File: src/hdl/hmwr_pkg.sv
// constants and types for the high-speed write receiver
package hmwr_pkg;

  // ************************************************************
  // bus addressing
  // ************************************************************
  localparam logic [4:0] DEV_ADDR_PREFIX = 5'h13;
  localparam logic [4:0] HS_CODE_PREFIX  = 5'h01;
  localparam logic [3:0] BITS_PER_BYTE   = 4'h8;
  localparam logic [1:0] LOAD_TEMP_OUT   = 2'h1;

  // ************************************************************
  // register map and reset values
  // ************************************************************
  localparam int         AXI_ADDR_W      = 8;
  localparam logic [7:0] REG_STATUS      = 8'h00;
  localparam logic [7:0] REG_CONTROL     = 8'h04;
  localparam logic [7:0] REG_WORDS       = 8'h08;
  localparam logic [3:0] REG_TEMP_PAGE   = 4'h1;
  localparam logic [3:0] REG_OUT_PAGE    = 4'h2;
  localparam logic       ENABLE_RESET    = 1'b1;
  localparam logic [13:0] CHAN_RESET     = 14'h0000;
  localparam logic [1:0] RESP_OKAY       = 2'h0;
  localparam logic [1:0] RESP_SLVERR     = 2'h2;

  // ************************************************************
  // state types
  // ************************************************************
  typedef enum logic [2:0] {
    ph_idle, ph_addr, ph_ctrl, ph_hi, ph_lo, ph_pd1, ph_pd2, ph_skip
  } hmwr_phase_type;

  typedef enum logic [1:0] {rd_idle, rd_mem, rd_load, rd_resp} hmwr_rd_type;

endpackage : hmwr_pkg

File: src/hdl/hmwr_chan_mem.sv
// per-channel temporary and output registers
`timescale 1ns/1ns
`default_nettype none
module hmwr_chan_mem
  import hmwr_pkg::*;
(
  input  wire logic         aclk,
  input  wire logic         aresetn,
  input  wire logic         copy_all,
  input  wire logic         wr_en,
  input  wire logic [1:0]   wr_ch,
  input  wire logic         wr_pd,
  input  wire logic         wr_out,
  input  wire logic [13:0]  wr_data,
  input  wire logic [2:0]   rd_sel,
  output logic      [13:0]  rd_data,
  output logic      [55:0]  dac_code
);

  typedef struct packed {
    logic [3:0][13:0] tmp;
    logic [3:0][13:0] outr;
    logic [13:0]      rd;
  } hmwr_mem_type;

  hmwr_mem_type s;
  hmwr_mem_type n;

  // ************************************************************
  // storage update
  // ************************************************************
  always_comb begin
    n = s;
    if (copy_all) begin
      n.outr = s.tmp;
    end
    if (wr_en) begin
      if (wr_pd) begin
        n.tmp[wr_ch][13:12] = wr_data[13:12];
      end else begin
        n.tmp[wr_ch][11:0] = wr_data[11:0];
      end
      if (wr_out) begin
        n.outr[wr_ch] = n.tmp[wr_ch];
      end
    end
    n.rd = rd_sel[2] ? s.outr[rd_sel[1:0]] : s.tmp[rd_sel[1:0]];
  end

  always_ff @(posedge aclk) begin
    if (!aresetn) begin
      s <= '{tmp: {4{CHAN_RESET}}, outr: {4{CHAN_RESET}}, rd: CHAN_RESET};
    end else begin
      s <= n;
    end
  end

  assign rd_data  = s.rd;
  assign dac_code = s.outr;

endmodule : hmwr_chan_mem
`default_nettype wire

File: src/hdl/hmwr_top.sv
// high-speed two-wire write receiver with axi4-lite register access
//
// Added by the designer: the AXI4-Lite interface to the registers and the register offsets.
`timescale 1ns/1ns
`default_nettype none
// Functional notes
// - the high-speed code byte is never acknowledged, the data line stays released.
// - a matching write address with the two strap bits is acknowledged by pulling data low.
// - the control byte after the address is acknowledged as well.
// - control byte holds zero, zero, load mode, zero, channel select and power-down select.
// - with power-down select clear, high/low data pairs are taken and acked until stop or restart.
// - a word is twelve bits, eight from the high byte and four from the low byte upper nibble.
// - with power-down select set exactly two further bytes are taken and acked.
// - each channel keeps a 14-bit temporary and output register, top two bits power-down.
module hmwr_top
  import hmwr_pkg::*;
(
  input  wire logic                  aclk,
  input  wire logic                  aresetn,
  input  wire logic                  scl_in,
  input  wire logic                  sda_in,
  output logic                       sda_out,
  output logic                       sda_oe_n,
  input  wire logic                  address_pin_bit_hi,
  input  wire logic                  address_pin_bit_lo,
  output logic                       hs_active,
  output logic      [55:0]           dac_code,
  input  wire logic [AXI_ADDR_W-1:0] awaddr,
  input  wire logic                  awvalid,
  output logic                       awready,
  input  wire logic [31:0]           wdata,
  input  wire logic [3:0]            wstrb,
  input  wire logic                  wvalid,
  output logic                       wready,
  output logic      [1:0]            bresp,
  output logic                       bvalid,
  input  wire logic                  bready,
  input  wire logic [AXI_ADDR_W-1:0] araddr,
  input  wire logic                  arvalid,
  output logic                       arready,
  output logic      [31:0]           rdata,
  output logic      [1:0]            rresp,
  output logic                       rvalid,
  input  wire logic                  rready
);

  typedef struct packed {
    logic                  scl_s1;
    logic                  scl_s2;
    logic                  scl_d;
    logic                  sda_s1;
    logic                  sda_s2;
    logic                  sda_d;
    logic                  a1_s1;
    logic                  a1_s2;
    logic                  a0_s1;
    logic                  a0_s2;
    hmwr_phase_type        phase;
    logic [3:0]            bit_cnt;
    logic [7:0]            shift;
    logic                  byte_done;
    logic                  ack_phase;
    logic                  sda_oe_n;
    logic                  sda_out;
    logic                  hs_mode;
    logic [7:0]            ctrl;
    logic [7:0]            hi;
    logic                  ctrl_error;
    logic [15:0]           words;
    logic                  wr_en;
    logic                  wr_pd;
    logic                  wr_out;
    logic [13:0]           wr_data;
    logic                  copy_all;
    logic                  enable;
    logic                  awready;
    logic                  wready;
    logic [AXI_ADDR_W-1:0] waddr;
    logic [31:0]           wdata;
    logic                  wstrb0;
    logic                  bvalid;
    logic [1:0]            bresp;
    hmwr_rd_type           rd;
    logic                  arready;
    logic [AXI_ADDR_W-1:0] raddr;
    logic [2:0]            rd_sel;
    logic                  rvalid;
    logic [1:0]            rresp;
    logic [31:0]           rdata;
  } hmwr_state_type;

  hmwr_state_type s;
  hmwr_state_type n;
  logic [13:0]    mem_rd;
  logic           scl_rise;
  logic           scl_fall;
  logic           i2c_start;
  logic           i2c_stop;
  logic           active;
  logic           decide;
  logic [7:0]     own_addr;

  // ************************************************************
  // bus condition detection
  // ************************************************************
  assign scl_rise  = s.scl_s2 && !s.scl_d;
  assign scl_fall  = !s.scl_s2 && s.scl_d;
  assign i2c_start = s.scl_s2 && s.scl_d && !s.sda_s2 && s.sda_d;
  assign i2c_stop  = s.scl_s2 && s.scl_d && s.sda_s2 && !s.sda_d;
  assign active    = !i2c_start && !i2c_stop && (s.phase != ph_idle);
  assign decide    = active && scl_fall && s.byte_done && !s.ack_phase;
  assign own_addr  = {DEV_ADDR_PREFIX, s.a1_s2, s.a0_s2, 1'b0};

  // ************************************************************
  // next state
  // ************************************************************
  always_comb begin
    logic ack;
    ack = 1'b0;
    n = s;
    n.scl_s1   = scl_in;
    n.scl_s2   = s.scl_s1;
    n.scl_d    = s.scl_s2;
    n.sda_s1   = sda_in;
    n.sda_s2   = s.sda_s1;
    n.sda_d    = s.sda_s2;
    n.a1_s1    = address_pin_bit_hi;
    n.a1_s2    = s.a1_s1;
    n.a0_s1    = address_pin_bit_lo;
    n.a0_s2    = s.a0_s1;
    n.wr_en    = 1'b0;
    n.copy_all = 1'b0;

    // axi write channels
    if (s.awready && awvalid) begin
      n.awready = 1'b0;
      n.waddr   = awaddr;
    end
    if (s.wready && wvalid) begin
      n.wready = 1'b0;
      n.wdata  = wdata;
      n.wstrb0 = wstrb[0];
    end
    if (!s.awready && !s.wready && !s.bvalid) begin
      n.bvalid = 1'b1;
      n.bresp  = RESP_OKAY;
      if (s.waddr == REG_CONTROL) begin
        if (s.wstrb0) begin
          n.enable   = s.wdata[0];
          n.copy_all = s.wdata[1];
          if (s.wdata[2]) begin
            n.ctrl_error = 1'b0;
          end
        end
      end else begin
        n.bresp = RESP_SLVERR;
      end
    end
    if (s.bvalid && bready) begin
      n.bvalid  = 1'b0;
      n.awready = 1'b1;
      n.wready  = 1'b1;
    end

    // axi read channels
    case (s.rd)
      rd_idle: begin
        if (arvalid && s.arready) begin
          n.arready = 1'b0;
          n.raddr   = araddr;
          n.rd_sel  = {araddr[5], araddr[3:2]};
          n.rd      = rd_mem;
        end
      end
      rd_mem: begin
        n.rd = rd_load;
      end
      rd_load: begin
        n.rvalid = 1'b1;
        n.rresp  = RESP_OKAY;
        n.rd     = rd_resp;
        if (s.raddr == REG_STATUS) begin
          n.rdata = {16'h0000, s.ctrl, 5'h00, s.ctrl_error, s.phase != ph_idle, s.hs_mode};
        end else if (s.raddr == REG_CONTROL) begin
          n.rdata = {31'h00000000, s.enable};
        end else if (s.raddr == REG_WORDS) begin
          n.rdata = {16'h0000, s.words};
        end else if ((s.raddr[7:4] == REG_TEMP_PAGE || s.raddr[7:4] == REG_OUT_PAGE)
                     && s.raddr[1:0] == 2'h0) begin
          n.rdata = {18'h00000, mem_rd};
        end else begin
          n.rdata = 32'h00000000;
          n.rresp = RESP_SLVERR;
        end
      end
      rd_resp: begin
        if (rready) begin
          n.rvalid  = 1'b0;
          n.arready = 1'b1;
          n.rd      = rd_idle;
        end
      end
      default: begin
        n.rd = rd_idle;
      end
    endcase

    // two-wire receiver
    if (i2c_stop) begin
      n.phase     = ph_idle;
      n.hs_mode   = 1'b0;
      n.sda_oe_n  = 1'b1;
      n.ack_phase = 1'b0;
      n.byte_done = 1'b0;
    end else if (i2c_start) begin
      n.phase     = ph_addr;
      n.bit_cnt   = 4'h0;
      n.byte_done = 1'b0;
      n.ack_phase = 1'b0;
      n.sda_oe_n  = 1'b1;
    end else if (active) begin
      if (scl_rise && !s.ack_phase && !s.byte_done) begin
        n.shift   = {s.shift[6:0], s.sda_s2};
        n.bit_cnt = s.bit_cnt + 4'h1;
        if (s.bit_cnt == BITS_PER_BYTE - 4'h1) begin
          n.byte_done = 1'b1;
        end
      end else if (scl_fall && s.ack_phase) begin
        n.ack_phase = 1'b0;
        n.sda_oe_n  = 1'b1;
      end else if (decide) begin
        n.byte_done = 1'b0;
        n.bit_cnt   = 4'h0;
        n.ack_phase = 1'b1;
        case (s.phase)
          ph_addr: begin
            if (s.shift[7:3] == HS_CODE_PREFIX) begin
              n.hs_mode = 1'b1;
              n.phase   = ph_skip;
            end else if (s.enable && s.shift == own_addr) begin
              ack     = 1'b1;
              n.phase = ph_ctrl;
            end else begin
              n.phase = ph_skip;
            end
          end
          ph_ctrl: begin
            ack     = 1'b1;
            n.ctrl  = s.shift;
            n.phase = s.shift[0] ? ph_pd1 : ph_hi;
            if (s.shift[7:6] != 2'h0 || s.shift[3]) begin
              n.ctrl_error = 1'b1;
            end
          end
          ph_hi: begin
            ack     = 1'b1;
            n.hi    = s.shift;
            n.phase = ph_lo;
          end
          ph_lo: begin
            ack       = 1'b1;
            n.wr_en   = 1'b1;
            n.wr_pd   = 1'b0;
            n.wr_data = {2'h0, s.hi, s.shift[7:4]};
            n.wr_out  = s.ctrl[5:4] == LOAD_TEMP_OUT;
            n.words   = s.words + 16'h0001;
            n.phase   = ph_hi;
          end
          ph_pd1: begin
            ack     = 1'b1;
            n.hi    = s.shift;
            n.phase = ph_pd2;
          end
          ph_pd2: begin
            ack       = 1'b1;
            n.wr_en   = 1'b1;
            n.wr_pd   = 1'b1;
            n.wr_data = {s.hi[7:6], 12'h000};
            n.wr_out  = s.ctrl[5:4] == LOAD_TEMP_OUT;
            n.phase   = ph_skip;
          end
          default: begin
            n.phase = ph_skip;
          end
        endcase
        n.sda_oe_n = !ack;
      end
    end
  end

  always_ff @(posedge aclk) begin
    if (!aresetn) begin
      s          <= '0;
      s.scl_s1   <= 1'b1;
      s.scl_s2   <= 1'b1;
      s.scl_d    <= 1'b1;
      s.sda_s1   <= 1'b1;
      s.sda_s2   <= 1'b1;
      s.sda_d    <= 1'b1;
      s.phase    <= ph_idle;
      s.rd       <= rd_idle;
      s.sda_oe_n <= 1'b1;
      s.enable   <= ENABLE_RESET;
      s.awready  <= 1'b1;
      s.wready   <= 1'b1;
      s.arready  <= 1'b1;
    end else begin
      s <= n;
    end
  end

  // ************************************************************
  // channel storage
  // ************************************************************
  hmwr_chan_mem u_mem (
    .aclk     (aclk),
    .aresetn  (aresetn),
    .copy_all (s.copy_all),
    .wr_en    (s.wr_en),
    .wr_ch    (s.ctrl[2:1]),
    .wr_pd    (s.wr_pd),
    .wr_out   (s.wr_out),
    .wr_data  (s.wr_data),
    .rd_sel   (s.rd_sel),
    .rd_data  (mem_rd),
    .dac_code (dac_code)
  );

  assign sda_out   = s.sda_out;
  assign sda_oe_n  = s.sda_oe_n;
  assign hs_active = s.hs_mode;
  assign awready   = s.awready;
  assign wready    = s.wready;
  assign bvalid    = s.bvalid;
  assign bresp     = s.bresp;
  assign arready   = s.arready;
  assign rvalid    = s.rvalid;
  assign rresp     = s.rresp;
  assign rdata     = s.rdata;

  // ************************************************************
  // assertions
  // ************************************************************
  a_hs_code_nak: assert property (
    @(posedge aclk) disable iff (!aresetn)
    decide && s.phase == ph_addr && s.shift[7:3] == HS_CODE_PREFIX
    |=> sda_oe_n && hs_active && s.ack_phase)
    else $error("high-speed code was acknowledged");

  a_addr_ack: assert property (
    @(posedge aclk) disable iff (!aresetn)
    decide && s.phase == ph_addr && s.enable && s.shift == own_addr
    |=> !sda_oe_n && s.phase == ph_ctrl)
    else $error("own write address not acknowledged");

  a_ack_held: assert property (
    @(posedge aclk) disable iff (!aresetn)
    s.ack_phase && !sda_oe_n |=> !sda_oe_n || !s.ack_phase)
    else $error("acknowledge released early");

  a_ctrl_ack: assert property (
    @(posedge aclk) disable iff (!aresetn)
    decide && s.phase == ph_ctrl |=> !sda_oe_n ##1 s.ctrl == $past(s.shift, 2))
    else $error("control byte not acknowledged or stored");

  a_ctrl_route: assert property (
    @(posedge aclk) disable iff (!aresetn)
    decide && s.phase == ph_ctrl
    |=> s.phase == ($past(s.shift[0]) ? ph_pd1 : ph_hi))
    else $error("power-down select misrouted");

  a_pair_loop: assert property (
    @(posedge aclk) disable iff (!aresetn)
    decide && s.phase == ph_lo |=> !sda_oe_n && s.phase == ph_hi && s.wr_en)
    else $error("data pair not accepted");

  a_word_pack: assert property (
    @(posedge aclk) disable iff (!aresetn)
    decide && s.phase == ph_lo
    |=> s.wr_data[11:0] == {$past(s.hi), $past(s.shift[7:4])} && !s.wr_pd)
    else $error("data word packed wrong");

  a_pd_two_bytes: assert property (
    @(posedge aclk) disable iff (!aresetn)
    decide && s.phase == ph_pd2 |=> !sda_oe_n && s.phase == ph_skip && s.wr_pd)
    else $error("power-down word not closed after two bytes");

  a_skip_nak: assert property (
    @(posedge aclk) disable iff (!aresetn)
    decide && s.phase == ph_skip |=> sda_oe_n [*2])
    else $error("extra byte acknowledged");

  a_pd_store: assert property (
    @(posedge aclk) disable iff (!aresetn)
    s.wr_en && s.wr_pd && s.wr_out
    |=> dac_code[(6'(s.ctrl[2:1]) * 6'd14) + 6'd12 +: 2] == $past(s.wr_data[13:12]))
    else $error("power-down bits not stored in output register");

  a_stop_exit: assert property (
    @(posedge aclk) disable iff (!aresetn)
    i2c_stop |=> !hs_active && s.phase == ph_idle && sda_oe_n)
    else $error("stop did not leave high-speed mode");

endmodule : hmwr_top
`default_nettype wire

File: config.mk
export PLATFORM = sky130hd
export DESIGN_NAME = hmwr_top
export DESIGN_NICKNAME = d
export VERILOG_FILES = /design/src/hdl/hmwr_pkg.sv /design/src/hdl/hmwr_chan_mem.sv /design/src/hdl/hmwr_top.sv
export SDC_FILE = /design/constraint.sdc
export NUM_CORES = 1
export LEC_CHECK = 0
export ABC_AREA = 0
export BUFFER_PORTS_ARGS = -buffer_cell sky130_fd_sc_hd__buf_2
export CAP_MARGIN = 10
export CORE_MARGIN = 2
export CORE_UTILIZATION = 58
export CTS_CLUSTER_DIAMETER = 200
export CTS_CLUSTER_SIZE = 14
export DETAILED_ROUTE_END_ITERATION = 10
export PLACE_DENSITY = 0.81
export SETUP_SLACK_MARGIN = 0.2
export SYNTH_ARGS = -nofsm -noshare
export SYNTH_HDL_FRONTEND = slang
export SYNTH_SLANG_ARGS = --single-unit
File: constraint.sdc
create_clock -name aclk -period 2.1 [get_ports aclk]
set_input_delay 0.42 -clock aclk [delete_from_list [all_inputs] [get_ports aclk]]
set_output_delay 0.42 -clock aclk [all_outputs]
set_load 0.02 [all_outputs]
==> out/summary.txt <==
status = completed
largest family of logic cells by synthesized area = multiplexers
die footprint = 21800 um^2
Reg area = 5050 um^2
Root Driver = clkbuf_16
layout cells sized above 1 = 19.5%
via count of the first global-routing pass = 9124
Async SR Flop Fraction = 0%
cells after synthesis = 1299
TritonCTS clock tree = done
via/cell ratio = 6.09
largest net degree at the start of global routing = 59
H-Tree Depth = 1
Die W = 148 um
# nets final = 1380
Crit. Startpoint = s[140]$_SDFFE_PN0P_
footprint of the multi-input gates = 5870 um^2
commonest non-fill, non-tap cell in the layout = dfxtp_1
final worst path period need = 1800 ps
Post-synth EDFFs = 0
All-Layer GR Usage = 26.6%
max-slew violation count = 0
setup tns final = 0 ps
global-route wire length before repair = 47100 um
initial core utilization = 59.0%
element type at the critical path start = register
# fillers = 1640
relative slew slack = 41.6%
row count = 52
Mapped Area = 11900 um^2
simple-gate share of the synthesized area = 16.5%
diode count = 0
Routed Antenna Nets = 0
post-synthesis compound-gate area fraction = 12.3%
total grt overflow = 0
Crit Path Category = register to register
unrepaired setup endpoints after global routing = no
routed vias = 9633
worst hold path class = input port to register
post-synthesis mux area share = 18.2%
setup violators final = 0
M1 wire length = 12800 um
Slew @ Worst Pin = 867 ps
Final Cycle Share = 85.7%
Mapped Avg Cell Area = 9.20 um^2
critical path arrival = 2240 ps
Max clock buf depth = 3
synth top area cells = dfxtp_1 (42%), mux2i_1 (8.7%), mux4_2 (7.9%), buf_4 (6.0%), nand2_1 (5.2%)
fmax = 556 MHz
Die Ht = 148 um
Num Clock Sinks = 252
worst hold slack = 105 ps
Worst R2R Path Depth = 5
termination of the worst setup path = u_mem.s[93]$_SDFFE_PN0P_
io pins = 163
Detail Route met3 WL = 2270 um
setup bufs post-CTS = 0
DR iter-0 viols = 800
worst r2r src = s[140]$_SDFFE_PN0P_
power density over the cells = 762 nW/um^2
Post-Synth Adder-Cell Area = 0.524%
FF+latch count, synth = 252
PortBufs = 111
most frequent cells in the layout = dfxtp_1 (246), nand2_1 (164), nor2_1 (126), a21oi_1 (118), buf_2 (111)
unique cell type count in the Yosys netlist = 54
max_cap viols = 0
total core area = 20200 um^2
area leader, netlist = dfxtp_1
CP endpoint kind = register
R2R setup slack = 300 ps
worst path required time = 2540 ps
Main synth FF type = dfxtp_1
WL met2 = 13600 um
Post-Route WL = 29300 um
layout overhead on the synthesized area = 7.52%
Clock Latency Late Sink = 510 ps
max layer used = met4
Initial DRT Pass Iterations = 5
Setup Skew = 19.4 ps
Num CTS Buffers = 21
critical path fanouts, max = 12
XOR/XNOR Fraction of Synth Area = 0.733%
reg-to-reg endpoint = u_mem.s[93]$_SDFFE_PN0P_
final hold violations = 0
sequential fraction of the synthesis area = 42.2%
HPWL after DPL = 19500 um
# DRC = 0
initial antenna violation count = 0
Ys Warns = 0
area share of the largest cell type after synthesis = 42.2%
clock-pin slew on the worst setup and hold paths = 70 ps
Hold Path Depth = 2
Peak VDD IR = 0.494 mV
gpl congestion = 0.885
Leakage = 4.83 nW
Wirelength per Cell = 18.5 um
==> stage by stage <==
step                      util, %  worst slack (ps)  power, mW  cell area, um^2  cells
final                        63.5               301       9.79            12800   1581
after global routing         63.5               218       10.2            12800   1581
after floorplan                 -               319       6.17            12000   1317
after CTS                    63.4               231       9.79            12800   1581
after detailed placement     60.7               171       6.45            12300   1559
after global placement       60.7               226       6.42            12300   1559
==> worst min-delay path by stage <==
stage | from | to | slack, ps
after global placement | n[175]$_SDFF_PN1_ | n[174]$_SDFF_PN1_ | 410
after CTS | sda_in | n[172]$_SDFF_PN1_ | 90
after detailed placement | n[172]$_SDFF_PN1_ | n[171]$_SDFF_PN1_ | 400
after floorplan | n[172]$_SDFF_PN1_ | n[171]$_SDFF_PN1_ | 390
after global routing | sda_in | n[172]$_SDFF_PN1_ | 100
final | sda_in | n[172]$_SDFF_PN1_ | 100
==> report_power, final <==
group | leakage (nW) | internal, mW | switching (mW)
Combinational | 2.53 | 0.487 | 0.820
Sequential | 2.04 | 4.93 | 0.118
Clock | 0.263 | 1.77 | 1.66
Total | 4.83 | 7.20 | 2.60
==> per-layer routing <==
layer,vias up,track usage [%]
li1,4521,-
met4,0,9.38
met3,52,4.54
met2,427,42.2
met5,-,0
met1,4633,36.9
==> layout make-up <==
cell class                 instances  share of cell area, %
clock buffer                      21                   4.09
clock inverter                     1                 0.0682
inverter                          13                  0.419
multi-input combinational        868                   45.7
sequential                       252                   39.3
tap                              270                   2.63
timing repair buffer             156                   7.73
==> repair_timing <==
action | in CTS | in global routing
setup endpoints to repair | 7 | 51
cloned | 0 | 0
hold buffers | 0 | 0
pin swaps | 0 | 1
resized for setup | 3 | 8
==> cells in the mapped netlist (all sizes together), types with 6 or more instances <==
library cell / count
nor4: 6
a22o: 8
buf: 118
inv: 13
or3: 10
mux4: 42
mux2i: 104
nor2: 126
o21ai: 26
nand2b: 11
and2: 9
nand3: 44
nor2b: 6
a21oi: 118
dfxtp: 252
or4: 9
mux2: 17
xnor2: 8
o31ai: 7
clkbuf: 66
nand2: 165
nand4: 9
a211oi: 57
a22oi: 13
nor3: 10
==> cells by family after synthesis <==
group | Yosys count
fa+ha+maj | 5
xor+xnor | 10
buf+inv | 197
mux | 163
flops | 252
simple gates | 429
compound gates | 242
other cells | 1
==> critical path: stages (launching register included) <==
cell,delay [ps]
dfxtp_1,330
buf_4,200
nor2b_1,280
and2_1,600
nand2_1,170
a21oi_1,140
==> sequential cells by signal, indices dropped and copies added (netlist names), 2 cells and up <==
register	cells
s	93
u_mem.dac_code	56
u_mem.rd_data	14
u_mem.s	56
own_addr	2
rdata	16
n	6
Power figures use the tool's default switching activity.
